--- config.mk ---
export PLATFORM = sky130hd
export DESIGN_NAME = sci_control_status
export DESIGN_NICKNAME = d
export VERILOG_FILES = /design/src/include/sci_ctl_pkg.sv /design/src/hw/sci_control_status.sv
export SDC_FILE = /design/constraint.sdc
export NUM_CORES = 1
export LEC_CHECK = 0
export ABC_AREA = 1
export BUFFER_PORTS_ARGS = -buffer_cell sky130_fd_sc_hd__buf_2
export CAP_MARGIN = 20
export CORE_ASPECT_RATIO = 0.5
export CORE_MARGIN = 3
export CORE_UTILIZATION = 40
export DETAILED_ROUTE_END_ITERATION = 12
export PLACE_DENSITY = 0.54
export SETUP_SLACK_MARGIN = 0.1
export SLEW_MARGIN = 20
export SYNTH_ARGS = -nofsm -noshare
export SYNTH_HDL_FRONTEND = slang
export SYNTH_SLANG_ARGS = --single-unit
--- constraint.sdc ---
create_clock -name core_clk -period 5.1 [get_ports core_clk]
set_clock_uncertainty 0.1 [all_clocks]
set_input_delay 0.255 -clock core_clk [delete_from_list [all_inputs] [get_ports core_clk]]
set_output_delay 0.255 -clock core_clk [all_outputs]
set_load 0.01 [all_outputs]
--- src/include/sci_ctl_pkg.sv ---
// Constants, field positions and carrier types for the serial control/status block.
// Assumes a byte-wide register port and one 25 MHz clock.
package sci_ctl_pkg;
	// Register byte addresses
	localparam logic [7:0] DIV_OFS    = 8'h3C;
	localparam logic [7:0] CFG_OFS    = 8'h40;
	localparam logic [7:0] STATUS_OFS = 8'h44;
	localparam logic [7:0] CTRL_OFS   = 8'h48;
	localparam logic [7:0] DATA_OFS   = 8'h4C;

	// control_two_reg fields
	localparam int CTRL_TX_EMPTY_IRQ_EN = 7;
	localparam int CTRL_TX_DONE_IRQ_EN  = 6;
	localparam int CTRL_RX_FULL_IRQ_EN  = 5;
	localparam int CTRL_LINE_IDLE_IRQ_EN = 4;
	localparam int CTRL_TX_ENABLE       = 3;
	localparam int CTRL_RX_ENABLE       = 2;
	localparam int CTRL_RX_STANDBY_REQ  = 1;
	localparam int CTRL_QUEUE_BREAK     = 0;

	// status_one_reg fields
	localparam int ST_TX_BUF_EMPTY = 7;
	localparam int ST_TX_DONE      = 6;
	localparam int ST_RX_BUF_FULL  = 5;
	localparam int ST_LINE_IDLE    = 4;
	localparam int ST_OVERRUN      = 3;
	localparam int ST_NOISE        = 2;
	localparam int ST_FRAMING_ERR  = 1;
	localparam int ST_PARITY_ERR   = 0;

	// line configuration fields
	localparam int CFG_LOOPBACK_SEL    = 7;
	localparam int CFG_RX_SOURCE_SEL   = 5;
	localparam int CFG_WAKE_SEL        = 3;
	localparam int CFG_LONG_BREAK_SEL  = 2;
	localparam int CFG_SINGLE_WIRE_DIR = 1;

	// Reset values
	localparam logic [7:0] STATUS_RESET = 8'hC0;
	localparam logic [7:0] CTRL_RESET   = 8'h00;
	localparam logic [7:0] CFG_RESET    = 8'h00;
	localparam logic [7:0] DIV_RESET    = 8'h01;

	// Character lengths in bit times
	localparam logic [3:0] FRAME_BITS      = 4'hA;
	localparam logic [3:0] LONG_BREAK_BITS = 4'hD;

	typedef enum logic [3:0] {
		TX_IDLE     = 4'h1,
		TX_DATA     = 4'h2,
		TX_BREAK    = 4'h4,
		TX_PREAMBLE = 4'h8
	} tx_state_e;

	typedef struct packed {
		logic [7:0] addr;
		logic [7:0] wdata;
		logic       wr;
		logic       rd;
	} bus_req_s;

	typedef struct packed {
		logic       char_valid;
		logic [7:0] char_data;
		logic       idle_det;
		logic       noise;
		logic       frame_err;
		logic       parity_err;
	} rx_event_s;

	typedef struct packed {
		logic [7:0]  ctrl;
		logic [7:0]  cfg;
		logic [7:0]  div;
		logic [7:0]  status;
		logic [7:0]  armed;
		logic [7:0]  rx_data;
		logic [7:0]  tx_buf;
		logic        baud_run;
		logic [11:0] presc;
		tx_state_e   tx_state;
		logic [12:0] shift;
		logic [3:0]  bit_cnt;
		logic        break_pend;
		logic        idle_pend;
		logic        idle_rearm;
		logic [7:0]  rd_data;
		logic        irq;
		logic        tx_out;
		logic        tx_oe;
		logic        rx_released;
	} sci_state_s;
endpackage : sci_ctl_pkg

--- src/hw/sci_control_status.sv ---
// Control-two and status-one logic of an asynchronous serial interface, with a small transmit engine.
// Assumes synchronous register strobes and a receiver outside that reports character events.

// What this block does
// - Bit 7 enables an interrupt while the transmit buffer empty flag is set.
// - Bit 6 enables an interrupt while the transmission done flag is set.
// - Bit 5 enables an interrupt while the receive buffer full flag is set.
// - Bit 4 enables an interrupt while the line idle flag is set.
// - Bit 3 enables the transmitter, which then drives the transmit pin.
// - In single-wire mode the direction bit decides transmit pin direction.
// - Rewriting transmitter enable from 0 to 1 queues one idle character.
// - After disabling, the pin is kept until pending characters finish.
// - Bit 2 enables the receiver; when off the receive pin is released.
// - Writing bit 1 puts the receiver into wake-up standby.
// - Wake on idle line or on data MSB set, by wake select.
// - Software sets standby; the wake-up condition clears it automatically.
// - Writing 1 then 0 to bit 0 queues one break character.
// - Breaks repeat while bit 0 stays 1; 10 or 13 bit times long.
// - Status at 0x44 holds eight read-only flags; writes do nothing.
// - Flags clear only through status-read then data-access sequences; transmit done also through status-read then a control write raising bit 3 or 0.
// - Status resets to transmit empty and done set, others clear.
// - Baud generator stays off until transmitter or receiver enable is first written 1.
// - Transmit empty clears on status read with flag set, then data write.
module sci_control_status #(
	parameter int OVERSAMPLE = 16
) (
	input  wire logic                  core_clk,
	input  wire logic                  reset_n,
	input  wire sci_ctl_pkg::bus_req_s reg_req,
	output logic [7:0]                 rd_data,
	input  wire sci_ctl_pkg::rx_event_s rx_evt,
	output logic                       irq_req,
	output logic                       tx_pin_out,
	output logic                       tx_pin_oe,
	output logic                       rx_pin_released
);
	import sci_ctl_pkg::*;

	if (OVERSAMPLE < 1 || OVERSAMPLE > 16) begin : g_check
		$error("OVERSAMPLE must lie in 1..16");
	end

	sci_state_s s_reg;
	sci_state_s s_next;

	function automatic logic hit(input bus_req_s r, input logic [7:0] ofs, input logic is_wr);
		hit = (is_wr ? r.wr : r.rd) && (r.addr == ofs);
	endfunction : hit

	logic        wr_ctrl;
	logic        wr_cfg;
	logic        wr_div;
	logic        wr_data;
	logic        rd_status;
	logic        rd_data_reg;
	logic        baud_tick;
	logic [11:0] presc_limit;
	logic        single_wire;
	logic        tx_owns;
	logic        wake;
	logic [7:0]  st_set;
	logic [7:0]  st_clr;

	always_comb begin
		s_next      = s_reg;
		wr_ctrl     = hit(reg_req, CTRL_OFS, 1'b1);
		wr_cfg      = hit(reg_req, CFG_OFS, 1'b1);
		wr_div      = hit(reg_req, DIV_OFS, 1'b1);
		wr_data     = hit(reg_req, DATA_OFS, 1'b1);
		rd_status   = hit(reg_req, STATUS_OFS, 1'b0);
		rd_data_reg = hit(reg_req, DATA_OFS, 1'b0);
		st_set      = 8'h00;
		st_clr      = 8'h00;

		// Register writes; status has no write path
		if (wr_cfg)
			s_next.cfg = reg_req.wdata;
		if (wr_div)
			s_next.div = reg_req.wdata;
		if (wr_data)
			s_next.tx_buf = reg_req.wdata;

		// Hardware clears standby on the selected wake condition
		wake = s_reg.ctrl[CTRL_RX_STANDBY_REQ] &&
			((!s_reg.cfg[CFG_WAKE_SEL] && rx_evt.idle_det) ||
			(s_reg.cfg[CFG_WAKE_SEL] && rx_evt.char_valid && rx_evt.char_data[7]));
		if (wake)
			s_next.ctrl[CTRL_RX_STANDBY_REQ] = 1'b0;

		if (wr_ctrl) begin
			s_next.ctrl = reg_req.wdata;
			if (reg_req.wdata[CTRL_TX_ENABLE] && !s_reg.ctrl[CTRL_TX_ENABLE]) begin
				s_next.idle_pend = 1'b1;
				if (s_reg.armed[ST_TX_DONE])
					st_clr[ST_TX_DONE] = 1'b1;
			end
			if (reg_req.wdata[CTRL_QUEUE_BREAK] && !s_reg.ctrl[CTRL_QUEUE_BREAK]) begin
				s_next.break_pend = 1'b1;
				if (s_reg.armed[ST_TX_DONE])
					st_clr[ST_TX_DONE] = 1'b1;
			end
			if (reg_req.wdata[CTRL_TX_ENABLE] || reg_req.wdata[CTRL_RX_ENABLE])
				s_next.baud_run = 1'b1;
		end

		// Clearing sequences: status read arms, data access consumes
		if (rd_status)
			s_next.armed = s_reg.status;
		if (wr_data) begin
			st_clr[ST_TX_BUF_EMPTY] = s_reg.armed[ST_TX_BUF_EMPTY];
			st_clr[ST_TX_DONE] = st_clr[ST_TX_DONE] | s_reg.armed[ST_TX_DONE];
			s_next.armed[7:6] = 2'b00;
		end
		if (rd_data_reg) begin
			st_clr[5:0] = s_reg.armed[5:0];
			s_next.armed[5:0] = 6'h00;
		end

		// Receive events, suppressed while in standby
		if (rx_evt.char_valid && !s_reg.ctrl[CTRL_RX_STANDBY_REQ] && s_reg.ctrl[CTRL_RX_ENABLE]) begin
			if (s_reg.status[ST_RX_BUF_FULL] && !st_clr[ST_RX_BUF_FULL]) begin
				st_set[ST_OVERRUN] = 1'b1;
			end else begin
				st_set[ST_RX_BUF_FULL] = 1'b1;
				st_set[ST_NOISE]       = rx_evt.noise;
				st_set[ST_FRAMING_ERR] = rx_evt.frame_err;
				st_set[ST_PARITY_ERR]  = rx_evt.parity_err;
				s_next.rx_data         = rx_evt.char_data;
				s_next.idle_rearm      = 1'b1;
			end
		end
		if (rx_evt.idle_det && s_reg.idle_rearm && !s_reg.ctrl[CTRL_RX_STANDBY_REQ]
			&& s_reg.ctrl[CTRL_RX_ENABLE]) begin
			st_set[ST_LINE_IDLE] = 1'b1;
			s_next.idle_rearm    = 1'b0;
		end

		// Bit-rate prescaler, idle until first enable
		presc_limit = 12'(s_reg.div * OVERSAMPLE) - 12'h001;
		baud_tick   = s_reg.baud_run && (s_reg.div != 8'h00) && (s_reg.presc == presc_limit);
		if (!s_reg.baud_run || s_reg.div == 8'h00 || baud_tick)
			s_next.presc = 12'h000;
		else
			s_next.presc = s_reg.presc + 12'h001;

		// Transmit engine
		unique case (s_reg.tx_state)
			TX_IDLE: begin
				if (s_reg.break_pend || s_reg.ctrl[CTRL_QUEUE_BREAK]) begin
					s_next.tx_state   = TX_BREAK;
					s_next.shift      = 13'h0000;
					s_next.bit_cnt    = s_reg.cfg[CFG_LONG_BREAK_SEL] ? LONG_BREAK_BITS : FRAME_BITS;
					s_next.break_pend = 1'b0;
				end else if (s_reg.idle_pend) begin
					s_next.tx_state  = TX_PREAMBLE;
					s_next.shift     = 13'h1FFF;
					s_next.bit_cnt   = FRAME_BITS;
					s_next.idle_pend = 1'b0;
				end else if (s_reg.ctrl[CTRL_TX_ENABLE] && !s_reg.status[ST_TX_BUF_EMPTY]) begin
					s_next.tx_state = TX_DATA;
					s_next.shift    = {3'h7, 1'b1, s_reg.tx_buf, 1'b0};
					s_next.bit_cnt  = FRAME_BITS;
					st_set[ST_TX_BUF_EMPTY] = 1'b1;
				end
				if (baud_tick)
					s_next.tx_out = 1'b1;
			end
			TX_DATA, TX_BREAK, TX_PREAMBLE: begin
				if (baud_tick) begin
					if (s_reg.bit_cnt == 4'h0) begin
						s_next.tx_state = TX_IDLE;
						s_next.tx_out   = 1'b1;
					end else begin
						s_next.tx_out  = s_reg.shift[0];
						s_next.shift   = {1'b1, s_reg.shift[12:1]};
						s_next.bit_cnt = s_reg.bit_cnt - 4'h1;
					end
				end
			end
			default: begin
				s_next.tx_state = TX_IDLE;
			end
		endcase

		// Flags: a hardware set wins over a software clear
		s_next.status = (s_reg.status & ~st_clr) | st_set;
		if (s_next.status[ST_TX_BUF_EMPTY] && s_next.tx_state == TX_IDLE && !s_next.break_pend
			&& !s_next.idle_pend && !s_next.ctrl[CTRL_QUEUE_BREAK])
			s_next.status[ST_TX_DONE] = 1'b1;

		// Pin ownership held until queued work drains
		tx_owns     = s_next.ctrl[CTRL_TX_ENABLE] || s_next.tx_state != TX_IDLE || s_next.break_pend
			|| s_next.idle_pend;
		single_wire = s_next.cfg[CFG_LOOPBACK_SEL] && s_next.cfg[CFG_RX_SOURCE_SEL];
		s_next.tx_oe = tx_owns && (!single_wire || s_next.cfg[CFG_SINGLE_WIRE_DIR]);
		s_next.rx_released = !s_next.ctrl[CTRL_RX_ENABLE] || s_next.cfg[CFG_LOOPBACK_SEL];

		// One combined request from enabled flags
		s_next.irq = |(s_reg.ctrl[7:4] & s_reg.status[7:4]);

		// Read data stands one cycle only
		s_next.rd_data = 8'h00;
		if (reg_req.rd) begin
			unique case (reg_req.addr)
				STATUS_OFS: s_next.rd_data = s_reg.status;
				CTRL_OFS:   s_next.rd_data = s_reg.ctrl;
				CFG_OFS:    s_next.rd_data = s_reg.cfg;
				DIV_OFS:    s_next.rd_data = s_reg.div;
				DATA_OFS:   s_next.rd_data = s_reg.rx_data;
				default:    s_next.rd_data = 8'h00;
			endcase
		end
	end

	always_ff @(posedge core_clk or negedge reset_n) begin
		if (!reset_n) begin
			s_reg             <= '0;
			s_reg.ctrl        <= CTRL_RESET;
			s_reg.cfg         <= CFG_RESET;
			s_reg.div         <= DIV_RESET;
			s_reg.status      <= STATUS_RESET;
			s_reg.tx_state    <= TX_IDLE;
			s_reg.tx_out      <= 1'b1;
			s_reg.rx_released <= 1'b1;
		end else begin
			s_reg <= s_next;
		end
	end

	assign rd_data         = s_reg.rd_data;
	assign irq_req         = s_reg.irq;
	assign tx_pin_out      = s_reg.tx_out;
	assign tx_pin_oe       = s_reg.tx_oe;
	assign rx_pin_released = s_reg.rx_released;
endmodule : sci_control_status

### Yosys cells after proc, flatten, opt, wreduce, memory -nomap -nowiden

Cells that the tools add are included.

* bits in registers: 105
* input bits: 33
* output and inout port bits: 12
* logic and storage cells: 164

* add/subtract/negate cells: 3
* equal/unequal tests: 17
* muxes and demuxes: 50
* bitwise gates (word level): 6
* reduce and logical (&&, ||, !) cells: 64

Operators with widths (count)
* 21-bit two-way mux: 4
* 8-bit case mux with 5 select lines: 1
* 17-bit case mux with 2 select lines: 1
* 8-bit by 7-bit == test with 1-bit output, second input constant: 4
* 1-bit logical AND: 27
* 1-bit two-way mux: 26
* 8-bit two-way mux: 3
* 17-bit two-way mux: 1
* 12-bit by 1-bit adder with 12-bit output, second input constant: 1
* 12-bit == test: 1
* 1-bit logical NOT: 12
* 12-bit two-way mux: 1
* 4-bit two-way mux: 3
* 6-bit two-way mux: 2
* 12-bit by 1-bit subtractor with 12-bit output, second input constant: 1
* 1-bit logical OR: 10
* 2-bit nonzero test: 5
* 8-bit AND: 1
* 4-bit by 1-bit == test with 1-bit output, second input constant: 2
* 8-bit by 6-bit == test with 1-bit output, second input constant: 1
* 8-bit logical NOT: 1
* 2-bit two-way mux: 4
* 8-bit NOT: 1
* 8-bit bitwise OR: 1
* other kinds (21): 26

### Longest topological paths before layout

* depth after elaboration: 16
* depth in mapped cells: 14
* gate-level depth less buffers: 14

### Worst setup path before layout

No wires, ideal clock.

* path kind: register to register
* from: reg s_reg[81] (netlist name)
* to: reg s_reg[18] (netlist name)
* library setup time: 0.119 ns
* data arrival time: 1.848 ns
* required time: 4.881 ns
* setup slack: 3.033 ns
* stages on the path, launching flop included: 12
* buffers on the path: 1
* period minus slack after synthesis: 2.067 ns
* path through: dfstp_2 > inv_2 > ha_1 > xor2_1 > nand3_1 > nor2_2 > nand4_4 > nand2_4 > buf_6 > nand3_1 > nor2_1 > nor2_1

* word-level cells in the longest chain between the ends: 5
* elaborated cells on any way between the ends: 7
* those cells by class: add/sub (1); eq/ne (2); reduce/logical (4)

RTL lines
* from (decl): RTL line sci_control_status.sv:43 `sci_state_s s_reg;`
* from (signal assigned): RTL line sci_control_status.sv:226 `s_reg <= s_next;`
* 12-bit by 1-bit subtractor with 12-bit output / 8-bit nonzero test (equally long branches): RTL line sci_control_status.sv:139, sci_control_status.sv:140
* 12-bit == test / 1-bit logical AND (equally long branches): RTL line sci_control_status.sv:140 `baud_tick = s_reg.baud_run && (s_reg.div != 8'h00) && (s_reg.presc == presc_limit);`
* 1-bit logical AND *: RTL line sci_control_status.sv:140
* 2-bit != test (no source line) *
* 4-bit AND reduction (no source line) *

Mark *: on every way between the ends. The rest lies on a longest branch, timed or not.
A chain may end at the register's enable or synchronous reset.

==> flow_summary.rst <==
.. list-table::
   :header-rows: 1

   * - Metric
     - Value
   * - Post-CTS Setup Repair Bufs
     - 0
   * - Syn-to-layout area delta
     - 11.8%
   * - Power after layout
     - 2.19 mW
   * - Sum of negative setup slack
     - 0 ns
   * - Count leader, synth
     - sky130_fd_sc_hd__nand2_1
   * - DP Cell Count
     - 865
   * - Hold depth
     - 3
   * - Cell area after synthesis
     - 5380 um^2
   * - Number of iterations in the first detailed-routing pass
     - 5
   * - Number of core rows
     - 29
   * - MaxCap Viol Count
     - 0
   * - Y dimension of the die
     - 88.0 um
   * - Clk_lat worst skew
     - 0.35 ns
   * - Maximum buffer depth of the clock tree
     - 2
   * - Cell-internal power
     - 1.49 mW
   * - Slowest cell delay on critical path
     - 0.69 ns
   * - Tightest hold margin
     - 0.0236 ns
   * - Post-placement cell area
     - 5700 um^2
   * - Root cell of the clock tree
     - sky130_fd_sc_hd__clkbuf_16
   * - Cell type contributing the most total cell area after synthesis
     - sky130_fd_sc_hd__dfrtp_1
   * - Hold Crit Class
     - primary input to register
   * - Critical Path Slowest Stage Cell
     - sky130_fd_sc_hd__o21ai_1
   * - Post-Syn Nets
     - 707
   * - I/O pin cnt
     - 45
   * - Depth of the worst register-to-register path
     - 8
   * - Worst Setup End Kind
     - register
   * - Fmax
     - 390 MHz
   * - Initial antenna violation count
     - 0
   * - Final instance area
     - 6020 um^2
   * - Post-synthesis sequential area ratio
     - 0.490
   * - Total via count after detailed routing
     - 4,403
   * - I/O Buffers
     - 44
   * - Post-synthesis instance total
     - 669
   * - Worst-path maximum fanout
     - 12
   * - Slew Viols, Final
     - 0
   * - Filler Cells Inserted
     - 1,295
   * - Core Box Area
     - 12,900 um^2
   * - Synth warnings
     - 0
   * - Clock network fraction of design power
     - 0.335
   * - Starting DRC count in detailed routing
     - 280
   * - Initial cell density of the core
     - 0.417
   * - Total stage count of the critical path
     - 8
   * - Cell family contributing the most delay on the critical path
     - compound AO/OA/AOI/OAI gates
   * - Largest net degree at the start of global routing
     - 58
   * - Horizontal extent of the die
     - 170 um
   * - Gp weighted congestion
     - 0.847
   * - Post-synthesis area per instance
     - 8.05 um^2
   * - Number of vias per cell
     - 4.99
   * - Part of the cycle the worst path needs
     - 0.503
   * - Final cell count without fillers
     - 882
   * - Number of enable-type register cells in the synthesized netlist
     - 0
   * - Shortest clock period the worst path allows after layout
     - 2.57 ns
   * - Post-layout nets
     - 745
   * - Net Sw Power
     - 695 uW
   * - Area of the multi-input gates
     - 2240 um^2
   * - Synth cell count leaders
     - sky130_fd_sc_hd__nand2_1 (146), sky130_fd_sc_hd__dfrtp_1 (99), sky130_fd_sc_hd__inv_1 (93)
   * - Max FFs per register
     - 93
   * - Net Sw Frac
     - 0.318
   * - TritonCTS clock tree
     - yes
   * - Flops & latches, synth
     - 105
   * - Sequential share of power
     - 0.448
   * - Wire length of the first global-routing pass
     - 22.4 mm
   * - Startpoint type of the worst setup path
     - register
   * - Crit path required time
     - 5.19 ns
   * - Clock Sinks
     - 105
   * - Setup repair after global routing missed its margin
     - false
   * - Data arrival time of the critical path
     - 2.66 ns
   * - Clock slew at reported path FFs
     - 0.08 ns
   * - Crit path kind
     - register to register
   * - Count of nets left with antenna violations after detail routing
     - 0
   * - Proportion of power drawn by combinational gates
     - 0.217
   * - Critical Path, Cell by Cell
     - inv_2, ha_1, xor2_1, nand3_1, nor2_1, nand3_2, o21ai_1, nor3b_1
   * - Share of synthesized registers carrying an async set or reset
     - 1.00
   * - Sequential cell area in the final layout
     - 2640 um^2
   * - Outcome
     - finished, final reports clean
   * - Num CTS Buffers
     - 9
   * - HPWL reported at the end of detailed placement
     - 9.81 mm
   * - Worst Tran Pin Value
     - 0.855 ns
   * - Per-cell routed wire length
     - 15.3 um
   * - Critical path buffers and inverters
     - 1
   * - Fin. Hold Viols
     - 0
   * - Cell types occupying the most area after synthesis
     - sky130_fd_sc_hd__dfrtp_1 (46%), sky130_fd_sc_hd__nand2_1 (10%), sky130_fd_sc_hd__inv_1 (6.5%)
   * - Area of the die
     - 15,000 um^2
   * - H-tree depth
     - 3
   * - Number of gates resized after cts
     - 0
   * - Total inserted antenna cells
     - 0
   * - Number of distinct library cells after synthesis
     - 44
   * - Remaining DRCs
     - 0
   * - Final routed wirelength across all metal layers
     - 13.5 mm
   * - Final-report setup violation count
     - 0
   * - Overall fraction of global-route tracks in use
     - 0.192
   * - Fraction of final layout cells with drive strength greater than 1
     - 0.138
   * - Leakage component of the power
     - 3.09 nW
   * - Number of global-route vias before repair
     - 4,198
   * - Power per unit of standard cell area
     - 363 nW/um^2
   * - Largest vdd supply drop
     - 0.190 mV
   * - Grt ovf
     - 0
   * - Area share of the largest cell type after synthesis
     - 0.460
   * - Max-Slew Margin vs Limit
     - 0.426
   * - Most used DFF post-synth
     - sky130_fd_sc_hd__dfrtp_1
## per-layer routing
metal,track usage,part of all wire,up-vias
li1,-,-,2217
met1,0.286,0.53,2068
met2,0.284,0.41,111
met3,0.0478,0.054,7
met4,0.0361,0.0063,0
met5,0,0,-
## power groups by stage
stage,combinational (mW),clock [mW],sequential (mW)
after floorplan,0.375,0,0.980
after CTS,0.480,0.748,0.980
after global placement,0.474,0,0.993
after detailed placement,0.480,0,0.993
after global routing,0.550,0.784,0.992
final,0.474,0.732,0.979
## cells in the final DEF, fill, tap and decap left out, types with 7 or more instances in the layout
cell type	instances
sky130_fd_sc_hd__nand2_1	146
sky130_fd_sc_hd__mux2_2	8
sky130_fd_sc_hd__dfrtp_1	99
sky130_fd_sc_hd__nand4_1	7
sky130_fd_sc_hd__buf_2	43
sky130_fd_sc_hd__nor2_1	84
sky130_fd_sc_hd__nor3_1	8
sky130_fd_sc_hd__o21ai_0	64
sky130_fd_sc_hd__o22ai_1	8
sky130_fd_sc_hd__nand3_1	37
sky130_fd_sc_hd__clkbuf_16	9
sky130_fd_sc_hd__inv_1	93
sky130_fd_sc_hd__a21oi_1	21
sky130_fd_sc_hd__xor2_1	7
## worst min-delay path: stages
cell	delay [ns]
sky130_fd_sc_hd__buf_2	0.08
sky130_fd_sc_hd__nand3_1	0.06
sky130_fd_sc_hd__nand2_1	0.05
## worst paths after layout
check	slack (ns)	endpoint	from
min reg2reg	0.37	s_reg[80]	s_reg[72]
max reg2reg	2.53	s_reg[43]	s_reg[81]
max	2.53	s_reg[43]	s_reg[81]
min in group asynchronous	0.43	s_reg[18]	reset_n
min	0.02	s_reg[74]	rx_evt[1]
max in group asynchronous	3.33	s_reg[93]	reset_n
## stage by stage
stage,worst slack (ns),utilization
finish,2.53,0.466
global route,2.28,0.466
CTS,2.50,0.466
detailed placement,2.52,0.441
global placement,2.59,0.441
floorplan,3.03,-
## cell families after synthesis
group | count (synthesis) | share of synthesized area
mux | 8 | 0.0167
buf+inv | 119 | 0.0934
simple gates | 306 | 0.249
xor+xnor | 12 | 0.0195
flops | 105 | 0.490
fa+ha+maj | 5 | 0.0116
compound gates | 114 | 0.120
## final cells by class
class                           count  area share
Clock inverter                      4     0.00977
Timing Repair Buffer               47      0.0412
Sequential cell                   105       0.438
Clock buffer                       12      0.0410
Inverter                           99      0.0618
Tap cell                          170      0.0354
Multi-Input combinational cell    445       0.373
## what timing repair did
item | 4_1_cts | 5_1_grt
endpoints found under the setup margin | 0 | 0
hold buffers | 1 | 0
hold endpoints to repair | 53 | 0
Power figures use the tool's default switching activity.
